==> src/common/optcfg_consts.svh <==
`ifndef OPTCFG_CONSTS_SVH
`define OPTCFG_CONSTS_SVH
// ==========================================================
// Register addresses.
`define ADDR_OPTION_BYTE0 8'h00
`define ADDR_OPTION_BYTE1 8'h01
`define ADDR_FILTER_CTRL 8'h02
`define ADDR_STATUS 8'h03
// ==========================================================
// Field positions in option byte 0.
`define OB_WDT_ACTION 7
`define OB_WDT_POWER_ON 6
`define OB_OSC_HI 5
`define OB_OSC_LO 4
`define OB_BROWNOUT_AO 3
`define OB_READ_PROTECT 2
`define OB_WRITE_PROTECT 0
// Field positions in the filter control register.
`define FC_MODE_HI 1
`define FC_MODE_LO 0
`define FC_DELAY_HI 4
`define FC_DELAY_LO 2
// ==========================================================
// Erased values and factory presets.
`define ERASED_BYTE 8'hFF
`define FACTORY_DELAY_SEL 3'h0
`define FILTER_MODE_RESET 2'h0
// ==========================================================
// Reject widths in ns, one per delay code.
`define REJECT_NS_0 8'h05
`define REJECT_NS_1 8'h07
`define REJECT_NS_2 8'h09
`define REJECT_NS_3 8'h0B
`define REJECT_NS_4 8'h0D
`define REJECT_NS_5 8'h11
`define REJECT_NS_6 8'h14
`define REJECT_NS_7 8'h19
`define CLK_PERIOD_NS 8'h04
`endif

==> src/common/optcfg_pkg.sv <==
package optcfg_pkg;
  typedef enum logic [1:0] {
    FILT_NONE = 2'b00,
    FILT_LOW_ON_HIGH = 2'b01,
    FILT_HIGH_ON_LOW = 2'b10,
    FILT_BOTH = 2'b11
  } filter_mode_t;
  typedef enum logic [1:0] {
    LD_IDLE = 2'b00,
    LD_FETCH = 2'b01,
    LD_DONE = 2'b10
  } load_state_t;
endpackage

==> src/rtl/clock_noise_filter.sv <==
`include "optcfg_consts.svh"
module clock_noise_filter
  import optcfg_pkg::*;
(
  input wire logic clk,
  input wire logic rst_n_sync,
  input wire logic clk_raw,
  input optcfg_pkg::filter_mode_t mode,
  input wire logic [2:0] delay_sel,
  output logic clk_filtered
);
  // ==========================================================
  // Input synchroniser and glitch rejection.
  logic [2:0] sync;
  logic [2:0] next_sync;
  logic out_q;
  logic next_out;
  logic [7:0] run;
  logic [7:0] next_run;
  logic [7:0] reject_ns;
  logic [7:0] need;
  logic stable;

  always_comb begin
    case (delay_sel)
      3'h0: reject_ns = `REJECT_NS_0;
      3'h1: reject_ns = `REJECT_NS_1;
      3'h2: reject_ns = `REJECT_NS_2;
      3'h3: reject_ns = `REJECT_NS_3;
      3'h4: reject_ns = `REJECT_NS_4;
      3'h5: reject_ns = `REJECT_NS_5;
      3'h6: reject_ns = `REJECT_NS_6;
      default: reject_ns = `REJECT_NS_7;
    endcase
    need = 8'((reject_ns + `CLK_PERIOD_NS - 8'h01) / `CLK_PERIOD_NS);
  end

  assign stable = (sync[1] == sync[2]);

  always_comb begin
    next_sync = {sync[1:0], clk_raw};
    next_run = run;
    next_out = out_q;
    if (!stable || sync[2] == out_q) begin
      next_run = 8'h00;
    end else begin
      next_run = run + 8'h01;
    end
    if (stable && sync[2] != out_q) begin
      case (mode)
        FILT_NONE: next_out = sync[2];
        FILT_LOW_ON_HIGH: next_out = (sync[2] || (run + 8'h01 >= need)) ? sync[2] : out_q;
        FILT_HIGH_ON_LOW: next_out = (!sync[2] || (run + 8'h01 >= need)) ? sync[2] : out_q;
        FILT_BOTH: next_out = (run + 8'h01 >= need) ? sync[2] : out_q;
        default: next_out = sync[2];
      endcase
      if (next_out != out_q) begin
        next_run = 8'h00;
      end
    end
  end

  always_ff @(posedge clk or negedge rst_n_sync) begin
    if (!rst_n_sync) begin
      sync <= 3'h0;
      run <= 8'h00;
      out_q <= 1'b0;
    end else begin
      sync <= next_sync;
      run <= next_run;
      out_q <= next_out;
    end
  end

  assign clk_filtered = out_q;
endmodule

==> src/rtl/option_byte_clock_filter_cfg.sv <==
`include "optcfg_consts.svh"
// How it works
// - Addresses 0 and 1 hold option bytes.
// - Option byte 0 survives every reset.
// - Mode field picks none, low, high, both.
// - Delay code sets rejected pulse width.
// - Delay code arrives factory preset, no calibration.
module option_byte_clock_filter_cfg
  import optcfg_pkg::*;
(
  input wire logic clk,
  input wire logic rst_b,
  input wire logic [7:0] addr,
  input wire logic [7:0] wdata,
  input wire logic wr,
  input wire logic rd,
  output logic [7:0] rdata,
  input wire logic clk_raw,
  output logic clk_filtered,
  output logic watchdog_timeout_action_sel,
  output logic watchdog_power_on_enable,
  output logic [1:0] oscillator_drive_select,
  output logic brownout_always_on,
  output logic flash_read_protect,
  output logic flash_write_protect,
  output logic cpu_run_enable
);
  // ==========================================================
  // Reset release.
  logic [1:0] rst_pipe;
  logic rst_n_sync;

  always_ff @(posedge clk or negedge rst_b) begin
    if (!rst_b) begin
      rst_pipe <= 2'b00;
    end else begin
      rst_pipe <= {rst_pipe[0], 1'b1};
    end
  end
  assign rst_n_sync = rst_pipe[1];

  // ==========================================================
  // Option storage, never touched by reset.
  logic [7:0] option_mem [0:1] = '{`ERASED_BYTE, `ERASED_BYTE};
  logic [7:0] next_option_mem [0:1];
  logic [7:0] opt_byte1;

  always_comb begin
    next_option_mem = option_mem;
    if (wr && addr == `ADDR_OPTION_BYTE0) begin
      next_option_mem[0] = wdata;
    end
    if (wr && addr == `ADDR_OPTION_BYTE1) begin
      next_option_mem[1] = wdata;
    end
  end

  // Storage has no reset branch, so a reset never alters it.
  always_ff @(posedge clk) begin
    option_mem <= next_option_mem;
  end
  assign opt_byte1 = option_mem[1];

  // ==========================================================
  // Filter control.
  filter_mode_t filt_mode;
  filter_mode_t next_filt_mode;
  logic [2:0] delay_sel;

  assign delay_sel = `FACTORY_DELAY_SEL;

  always_comb begin
    next_filt_mode = filt_mode;
    if (wr && addr == `ADDR_FILTER_CTRL) begin
      next_filt_mode = filter_mode_t'(wdata[`FC_MODE_HI:`FC_MODE_LO]);
    end
  end

  // ==========================================================
  // Load sequence after reset.
  load_state_t state;
  load_state_t next_state;
  logic [7:0] shadow;
  logic [7:0] next_shadow;

  always_comb begin
    next_state = state;
    next_shadow = shadow;
    case (state)
      LD_IDLE: next_state = LD_FETCH;
      LD_FETCH: begin
        next_shadow = option_mem[0];
        next_state = LD_DONE;
      end
      LD_DONE: next_state = LD_DONE;
      default: next_state = LD_IDLE;
    endcase
  end

  always_ff @(posedge clk or negedge rst_n_sync) begin
    if (!rst_n_sync) begin
      state <= LD_IDLE;
      shadow <= `ERASED_BYTE;
      filt_mode <= filter_mode_t'(`FILTER_MODE_RESET);
    end else begin
      state <= next_state;
      shadow <= next_shadow;
      filt_mode <= next_filt_mode;
    end
  end

  assign cpu_run_enable = (state == LD_DONE);
  assign watchdog_timeout_action_sel = shadow[`OB_WDT_ACTION];
  assign watchdog_power_on_enable = shadow[`OB_WDT_POWER_ON];
  assign oscillator_drive_select = shadow[`OB_OSC_HI:`OB_OSC_LO];
  assign brownout_always_on = shadow[`OB_BROWNOUT_AO];
  assign flash_read_protect = shadow[`OB_READ_PROTECT];
  assign flash_write_protect = shadow[`OB_WRITE_PROTECT];

  // ==========================================================
  // Register read port.
  logic [7:0] next_rdata;

  always_comb begin
    next_rdata = 8'h00;
    if (rd) begin
      case (addr)
        `ADDR_OPTION_BYTE0: next_rdata = option_mem[0];
        `ADDR_OPTION_BYTE1: next_rdata = opt_byte1;
        `ADDR_FILTER_CTRL: begin
          next_rdata[`FC_MODE_HI:`FC_MODE_LO] = filt_mode;
          next_rdata[`FC_DELAY_HI:`FC_DELAY_LO] = delay_sel;
        end
        `ADDR_STATUS: next_rdata = {7'h00, cpu_run_enable};
        default: next_rdata = 8'h00;
      endcase
    end
  end

  always_ff @(posedge clk or negedge rst_n_sync) begin
    if (!rst_n_sync) begin
      rdata <= 8'h00;
    end else begin
      rdata <= next_rdata;
    end
  end

  // ==========================================================
  // Clock filter.
  clock_noise_filter u_filter (
    .clk(clk),
    .rst_n_sync(rst_n_sync),
    .clk_raw(clk_raw),
    .mode(filt_mode),
    .delay_sel(delay_sel),
    .clk_filtered(clk_filtered)
  );
endmodule

==> config.mk <==
export PLATFORM = sky130hd
export DESIGN_NAME = option_byte_clock_filter_cfg
export DESIGN_NICKNAME = d
export VERILOG_FILES = /design/src/common/optcfg_pkg.sv /design/src/rtl/clock_noise_filter.sv /design/src/rtl/option_byte_clock_filter_cfg.sv
export VERILOG_INCLUDE_DIRS = /design/src /design/src/common
export SDC_FILE = /design/constraint.sdc
export NUM_CORES = 1
export LEC_CHECK = 0
export ABC_CLOCK_PERIOD_IN_PS = 1100
export BUFFER_PORTS_ARGS = -buffer_cell sky130_fd_sc_hd__buf_4
export CAP_MARGIN = 20
export CORE_MARGIN = 2
export CORE_UTILIZATION = 25
export DETAILED_ROUTE_END_ITERATION = 8
export PLACE_DENSITY = 0.49
export SETUP_SLACK_MARGIN = 0.2
export SLEW_MARGIN = 10
export SYNTH_ARGS = -nofsm -noshare
export SYNTH_HDL_FRONTEND = slang
export SYNTH_SLANG_ARGS = --single-unit
==> constraint.sdc <==
create_clock -name clk -period 1.1 [get_ports clk]
set_input_delay 0.055 -clock clk [delete_from_list [all_inputs] [get_ports clk]]
set_output_delay 0.055 -clock clk [all_outputs]
set_load 0.02 [all_outputs]
==> impl_metrics.toml, run 1 <==
[critical_path]
endpoint_kind = "register"
crit_path_start_kind = "register"
slowest_delay_ns = 0.47
cp_data_arrival_time_ns = 1.92
path_buf_inv = 0
rr_endpoint = "u_filter.clk_filtered"
worstPathRequired_ns = 1.28
crit_chain = "ha_4 > or4b_4 > mux2i_4 > a41oi_2 > a2bb2oi_1"
crit_start = "u_filter.run[0]"
critical_path_class = "reg2reg"
r2r-start = "u_filter.run[0]"
crit_fanout = 3
ff2ff_setup_slack_ns = -0.64
crit_family = "simple AND/OR/NAND/NOR gates"
rr_worst_depth = 5
cp.depth = 5
endpoint = "u_filter.clk_filtered"
slowest_stage = "or4b_4"

[clocking]
clockRootBuffer = "clkbuf_8"
cts.htree.levels = 2
cts_sinks = 49
cts_tree = "yes"
insertion_delay_ns = 0.30
cts.clk_slew.worst_paths_ns = 0.08
cts_buffers = 5
cts_buffer_depth = 2

[drt]
wl_per_cell_um = 11.9
drt_first_iter_violations = 36
drtPass1Iterations = 4
drc = 0
totalWireLength_um = 3740
drt.antenna.violating_nets = 0
vias_per_cell = 3.97
num_vias = 1243

[power_and_ir_drop]
p_clk_frac = 0.363
power_density_nw_per_um2 = 1170
sequentialPowerShare = 0.557
power.total_uw = 3490
ir_drop_v = 0.000490
combPwrFrac = 0.081
intPower_uw = 2760
switching_share = 0.208
p_switching_uw = 726
p_leak_uw = 0.00127

[finish]
num-fill-cells = 695
areaGrowthSynthToFinish_pct = 58.4
final_nets = 239
diodes = 0
final_area_um2 = 2980
drive_above_1_share = 0.491
layout_commonest_cell = "buf_4"
final_cell_mix = "buf_4 (35), dfrtp_1 (25), buf_6 (24), edfxtp_1 (16), nor2_1 (12)"

[floorplan]
start_util = 0.259
core-area_um2 = 7250
rows = 31
fp.dieArea_um2 = 8230
io-pin-count = 38
die_w_um = 90.7
fp.dieH_um = 90.7

[sta]
clock_skew_ns = 0.00786
slew_viol_final = 0
min_period_ns = 1.74
hold_violations = 0
period_share = 1.58
fmax_mhz = 574
rsz0062_at_grt = "yes"
setup_viol = 11
layout_setup_ws_ns = -0.641

[synth]
synth_area_leader_cell = "dfrtp_1"
synth_top_area_frac = 0.346
syn_avg_cell_area_um2 = 14.5
synthTopCellsByArea = "dfrtp_1 (35%), edfxtp_1 (26%), dfstp_2 (9.8%)"
synth_area_um2 = 1880
synth-seq-area-share = 0.700
synthDistinctLibCells = 34
syn_inst = 130
yosys_warnings = 0
ys_ff_latch = 49

[grt]
grt_overflow = 0
grt_antenna_before_repair = 0
grt_pass1_wl_um = 6350
grt_pass1_vias = 1304
grt_max_degree = 32
grt_use_total = 0.0982

[place]
io_buffers = 37
dp_hpwl_um = 2560
place.gp.congestion = 0.724
placed_area_um2 = 2550
place_ws_ns = -0.612

[hold_path]
hold_path.class = "in2reg"

[run]
cap_violations = 0

[run_status]
violations = "negative setup slack"
status = "finished with violations"
-- routing by layer --
layer,wire length [um],part of all wire,track usage
met1,1690,0.45,0.122
met2,1790,0.48,0.160
met3,184,0.049,0.0259
met4,79,0.021,0.0423
met5,0,0,0
-- cells in the mapped netlist --
| cell type | instances |
|---|---|
| o21ai_1 | 1 |
| and4_1 | 2 |
| clkbuf_1 | 1 |
| nand4b_1 | 1 |
| nor2b_1 | 1 |
| dfrtp_1 | 26 |
| edfxtp_1 | 16 |
| dfstp_2 | 7 |
| nor3_1 | 1 |
| and2_1 | 1 |
| inv_1 | 4 |
| nor2_1 | 15 |
| a31oi_1 | 3 |
| nand2_1 | 7 |
| and3_1 | 1 |
| a2bb2oi_1 | 1 |
| nor3_2 | 1 |
| mux2i_1 | 8 |
| nor4_1 | 1 |
| a41oi_1 | 1 |
| mux2_2 | 7 |
| o21ai_0 | 1 |
| conb_1 | 2 |
| nand2_2 | 1 |
| buf_2 | 1 |
| a21oi_1 | 3 |
| ha_1 | 5 |
| or4b_1 | 1 |
| mux2i_2 | 1 |
| mux2_1 | 3 |
| xnor2_1 | 1 |
| nand3_1 | 3 |
| nand4_1 | 1 |
| nor3b_1 | 1 |
-- layout make-up --
cell class,count,area [um2],share of cell area
clock buffers,6,72.6,0.0244
multi-input cells,81,717,0.241
inverters,4,15.0,0.00504
clock inverters,2,38.8,0.0130
flip-flops and latches,49,1320,0.442
repair buffers,72,693,0.233
well taps,99,124,0.0416
-- sequential cells by signal (all words and copies together), names as in the netlist --
register,flops
u_filter.sync,3
u_filter.run,8
opt_byte1,8
rst_pipe,2
shadow,7
state,2
u_filter.clk_filtered,1
filt_mode,2
option_mem,8
rdata,8
-- metrics by stage --
| stage | setup TNS, ns | hold slack [ns] | utilization | instances |
|---|---|---|---|---|
| after floorplan | -1.52 | -0.241 | - | 136 |
| after global placement | -3.86 | -0.163 | 0.351 | 286 |
| after detailed placement | -3.66 | -0.162 | 0.351 | 286 |
| after CTS | -2.00 | 0.00876 | 0.401 | 312 |
| after global routing | -2.32 | 0.0151 | 0.410 | 313 |
| final | -1.95 | 0.0207 | 0.410 | 313 |
-- power by group through the flow --
stage	clock network [uW]	registers, uW	logic (uW)
6_report	1260	1940	281
5_1_grt	1410	1950	311
4_1_cts	1330	1940	275
3_5_place_dp	0	1980	227
3_3_place_gp	0	1980	227
2_1_floorplan	0	1990	69.4
-- tightest hold or removal path: stages --
cell     delay, ns
buf_4         0.12
nand2_1       0.07
nor2_1        0.04
-- cell families after synthesis --
family,after synthesis,synth area share
multiplexers,19,0.110
XOR/XNOR,1,0.00466
AND/OR/NAND/NOR,38,0.103
AO/OA/AOI/OAI,10,0.0326
flip-flops,49,0.700
buffers and inverters,6,0.0126
other,2,0.00400
adder cells (fa/ha/maj),5,0.0333
-- worst min path at each step --
| stage | to | start | slack (ns) | depth (start not counted) |
|---|---|---|---|---|
| detailed placement | rst_pipe[0] | rst_b | -0.16 | 1 |
| finish | rdata[0] | rd | 0.02 | 3 |
| floorplan | rst_pipe[0] | rst_b | -0.24 | 0 |
| CTS | rdata[0] | rd | 0.009 | 3 |
| global route | rdata[0] | rd | 0.02 | 3 |
| global placement | rst_pipe[0] | rst_b | -0.16 | 1 |
-- what timing repair did --
item,4_1_cts,5_1_grt
hold endpoints to repair,21,0
buffers inserted,8,1
resized for setup,21,14
endpoints found under the setup margin,30,37
pin swaps,3,6
hold buffers,10,0
(Power assumes the default switching activity.)
==> run 2, diff against run 1 <==
--- a/config.mk
+++ b/config.mk
@@ -13,6 +13,7 @@
 export CORE_UTILIZATION = 25
 export DETAILED_ROUTE_END_ITERATION = 8
 export PLACE_DENSITY = 0.49
+export REMOVE_ABC_BUFFERS = 1
 export SETUP_SLACK_MARGIN = 0.2
 export SLEW_MARGIN = 10
 export SYNTH_ARGS = -nofsm -noshare
==> impl_metrics.toml, run 2 (synthesis gave the netlist of run 1 again) <==
[run_status]
status = "finished with violations"
violations = "negative setup slack"

[drt]
drc = 0
wl_per_cell_um = 12.0
drtPass1Iterations = 4
drt_first_iter_violations = 50
drt.antenna.violating_nets = 0
num_vias = 1242
vias_per_cell = 3.99
totalWireLength_um = 3750

[grt]
grt_pass1_vias = 1263
grt_max_degree = 32
grt_antenna_before_repair = 0
grt_use_total = 0.0938
grt_overflow = 0
grt_pass1_wl_um = 6050

[floorplan]
core-area_um2 = 7250
fp.dieArea_um2 = 8230
io-pin-count = 38
start_util = 0.259
fp.dieH_um = 90.7
rows = 31
die_w_um = 90.7

[sta]
fmax_mhz = 573
slew_viol_final = 0
hold_violations = 0
setup_viol = 11
period_share = 1.59
layout_setup_ws_ns = -0.645
min_period_ns = 1.74
clock_skew_ns = 0.0116
rsz0062_at_grt = "yes"

[power_and_ir_drop]
power.total_uw = 3520
p_leak_uw = 0.00127
power_density_nw_per_um2 = 1190
ir_drop_v = 0.000585

[clocking]
cts_sinks = 49
clockRootBuffer = "clkbuf_8"
cts_buffer_depth = 2
cts.clk_slew.worst_paths_ns = 0.09
insertion_delay_ns = 0.30
cts_tree = "yes"
cts.htree.levels = 2
cts_buffers = 5

[hold_path]
hold_path.class = "in2reg"
hold_start = "rd"
holdPathStages = 3
hold_end = "rdata[0]"

[finish]
layout.cells.non_filler = 311
utilization = 0.409
final_nets = 237
drive_above_1_share = 0.500
layout_commonest_cell = "buf_4"
final_cell_mix = "buf_4 (31), buf_6 (27), dfrtp_1 (26), edfxtp_1 (16), nor2_1 (12)"
diodes = 0
areaGrowthSynthToFinish_pct = 57.8

[place]
dp_hpwl_um = 2550
dp_cells = 289
place.gp.congestion = 0.701
io_buffers = 37
place_ws_ns = -0.640

[critical_path]
rr_worst_depth = 5
slowest_stage = "or4b_4"
cp_data_arrival_time_ns = 1.93
slowest_delay_ns = 0.46
cp.depth = 5
worstPathRequired_ns = 1.28
crit_family = "simple AND/OR/NAND/NOR gates"
crit_fanout = 3
r2r-start = "u_filter.run[0]"
path_buf_inv = 0
critical_path_class = "reg2reg"
crit_chain = "ha_4 > or4b_4 > mux2i_4 > a41oi_2 > a2bb2oi_1"
crit_start = "u_filter.run[0]"
crit_path_start_kind = "register"
endpoint_kind = "register"
ff2ff_setup_slack_ns = -0.64
rr_endpoint = "u_filter.clk_filtered"

[run]
cap_violations = 0
==> run 2: how the worst max path moves through the flow <==
stage                                 end
floorplan           u_filter.clk_filtered
global placement    u_filter.clk_filtered
detailed placement  u_filter.clk_filtered
CTS                 u_filter.clk_filtered
global route        u_filter.clk_filtered
finish              u_filter.clk_filtered
==> run 2: timing repair <==
| action | 4_1_cts | 5_1_grt |
|---|---|---|
| hold buffers | 10 | 0 |
| gates resized for setup | 38 | 24 |
| hold endpoints to repair | 20 | 0 |
| buffers inserted | 2 | 2 |
| pin swaps | 6 | 6 |
| gates cloned | 0 | 0 |
| setup endpoints to repair | 42 | 45 |
==> run 2: tightest hold or removal path: cells and delay by family <==
family / cells / cell delay (ns)
buffers and inverters: 1 / 0.11
and+or+nand+nor: 2 / 0.12
==> run 2: layout make-up <==
type                    count  area, um2
multi-input cells          81        722
fillers                   695       4290
well taps                  99        124
clock inverters             3       43.8
repair buffers             70        677
flip-flops and latches     49       1320
clock buffers               5       68.8
inverters                   4       15.0
==> run 2: through the flow <==
| step | instance area (um2) | TNS, ns | hold WS [ns] |
|---|---|---|---|
| 3_5_place_dp | 2460 | -6.78 | -0.161 |
| 6_report | 2970 | -1.78 | 0.0222 |
| 5_1_grt | 2970 | -2.35 | 0.0141 |
| 4_1_cts | 2850 | -1.88 | 0.0139 |
| 2_1_floorplan | 1890 | -4.40 | -0.241 |
| 3_3_place_gp | 2460 | -7.02 | -0.161 |
==> run 2: power breakdown <==
| part | switching, uW | internal (uW) | leakage, uW | total, uW |
|---|---|---|---|---|
| logic | 118 | 161 | 0.000666 | 278 |
| registers | 24.0 | 1920 | 0.000545 | 1940 |
| clock network | 620 | 682 | 0.0000585 | 1300 |
| total | 762 | 2760 | 0.00127 | 3520 |
==> run 2: per-layer routing <==
metal,vias up,global-route usage,wire (um),part of all wire
met4,0,0.0385,55,0.015
met1,595,0.122,1780,0.47
li1,615,-,-,-
met5,-,0,0,0
met2,28,0.149,1780,0.48
met3,4,0.0234,127,0.034
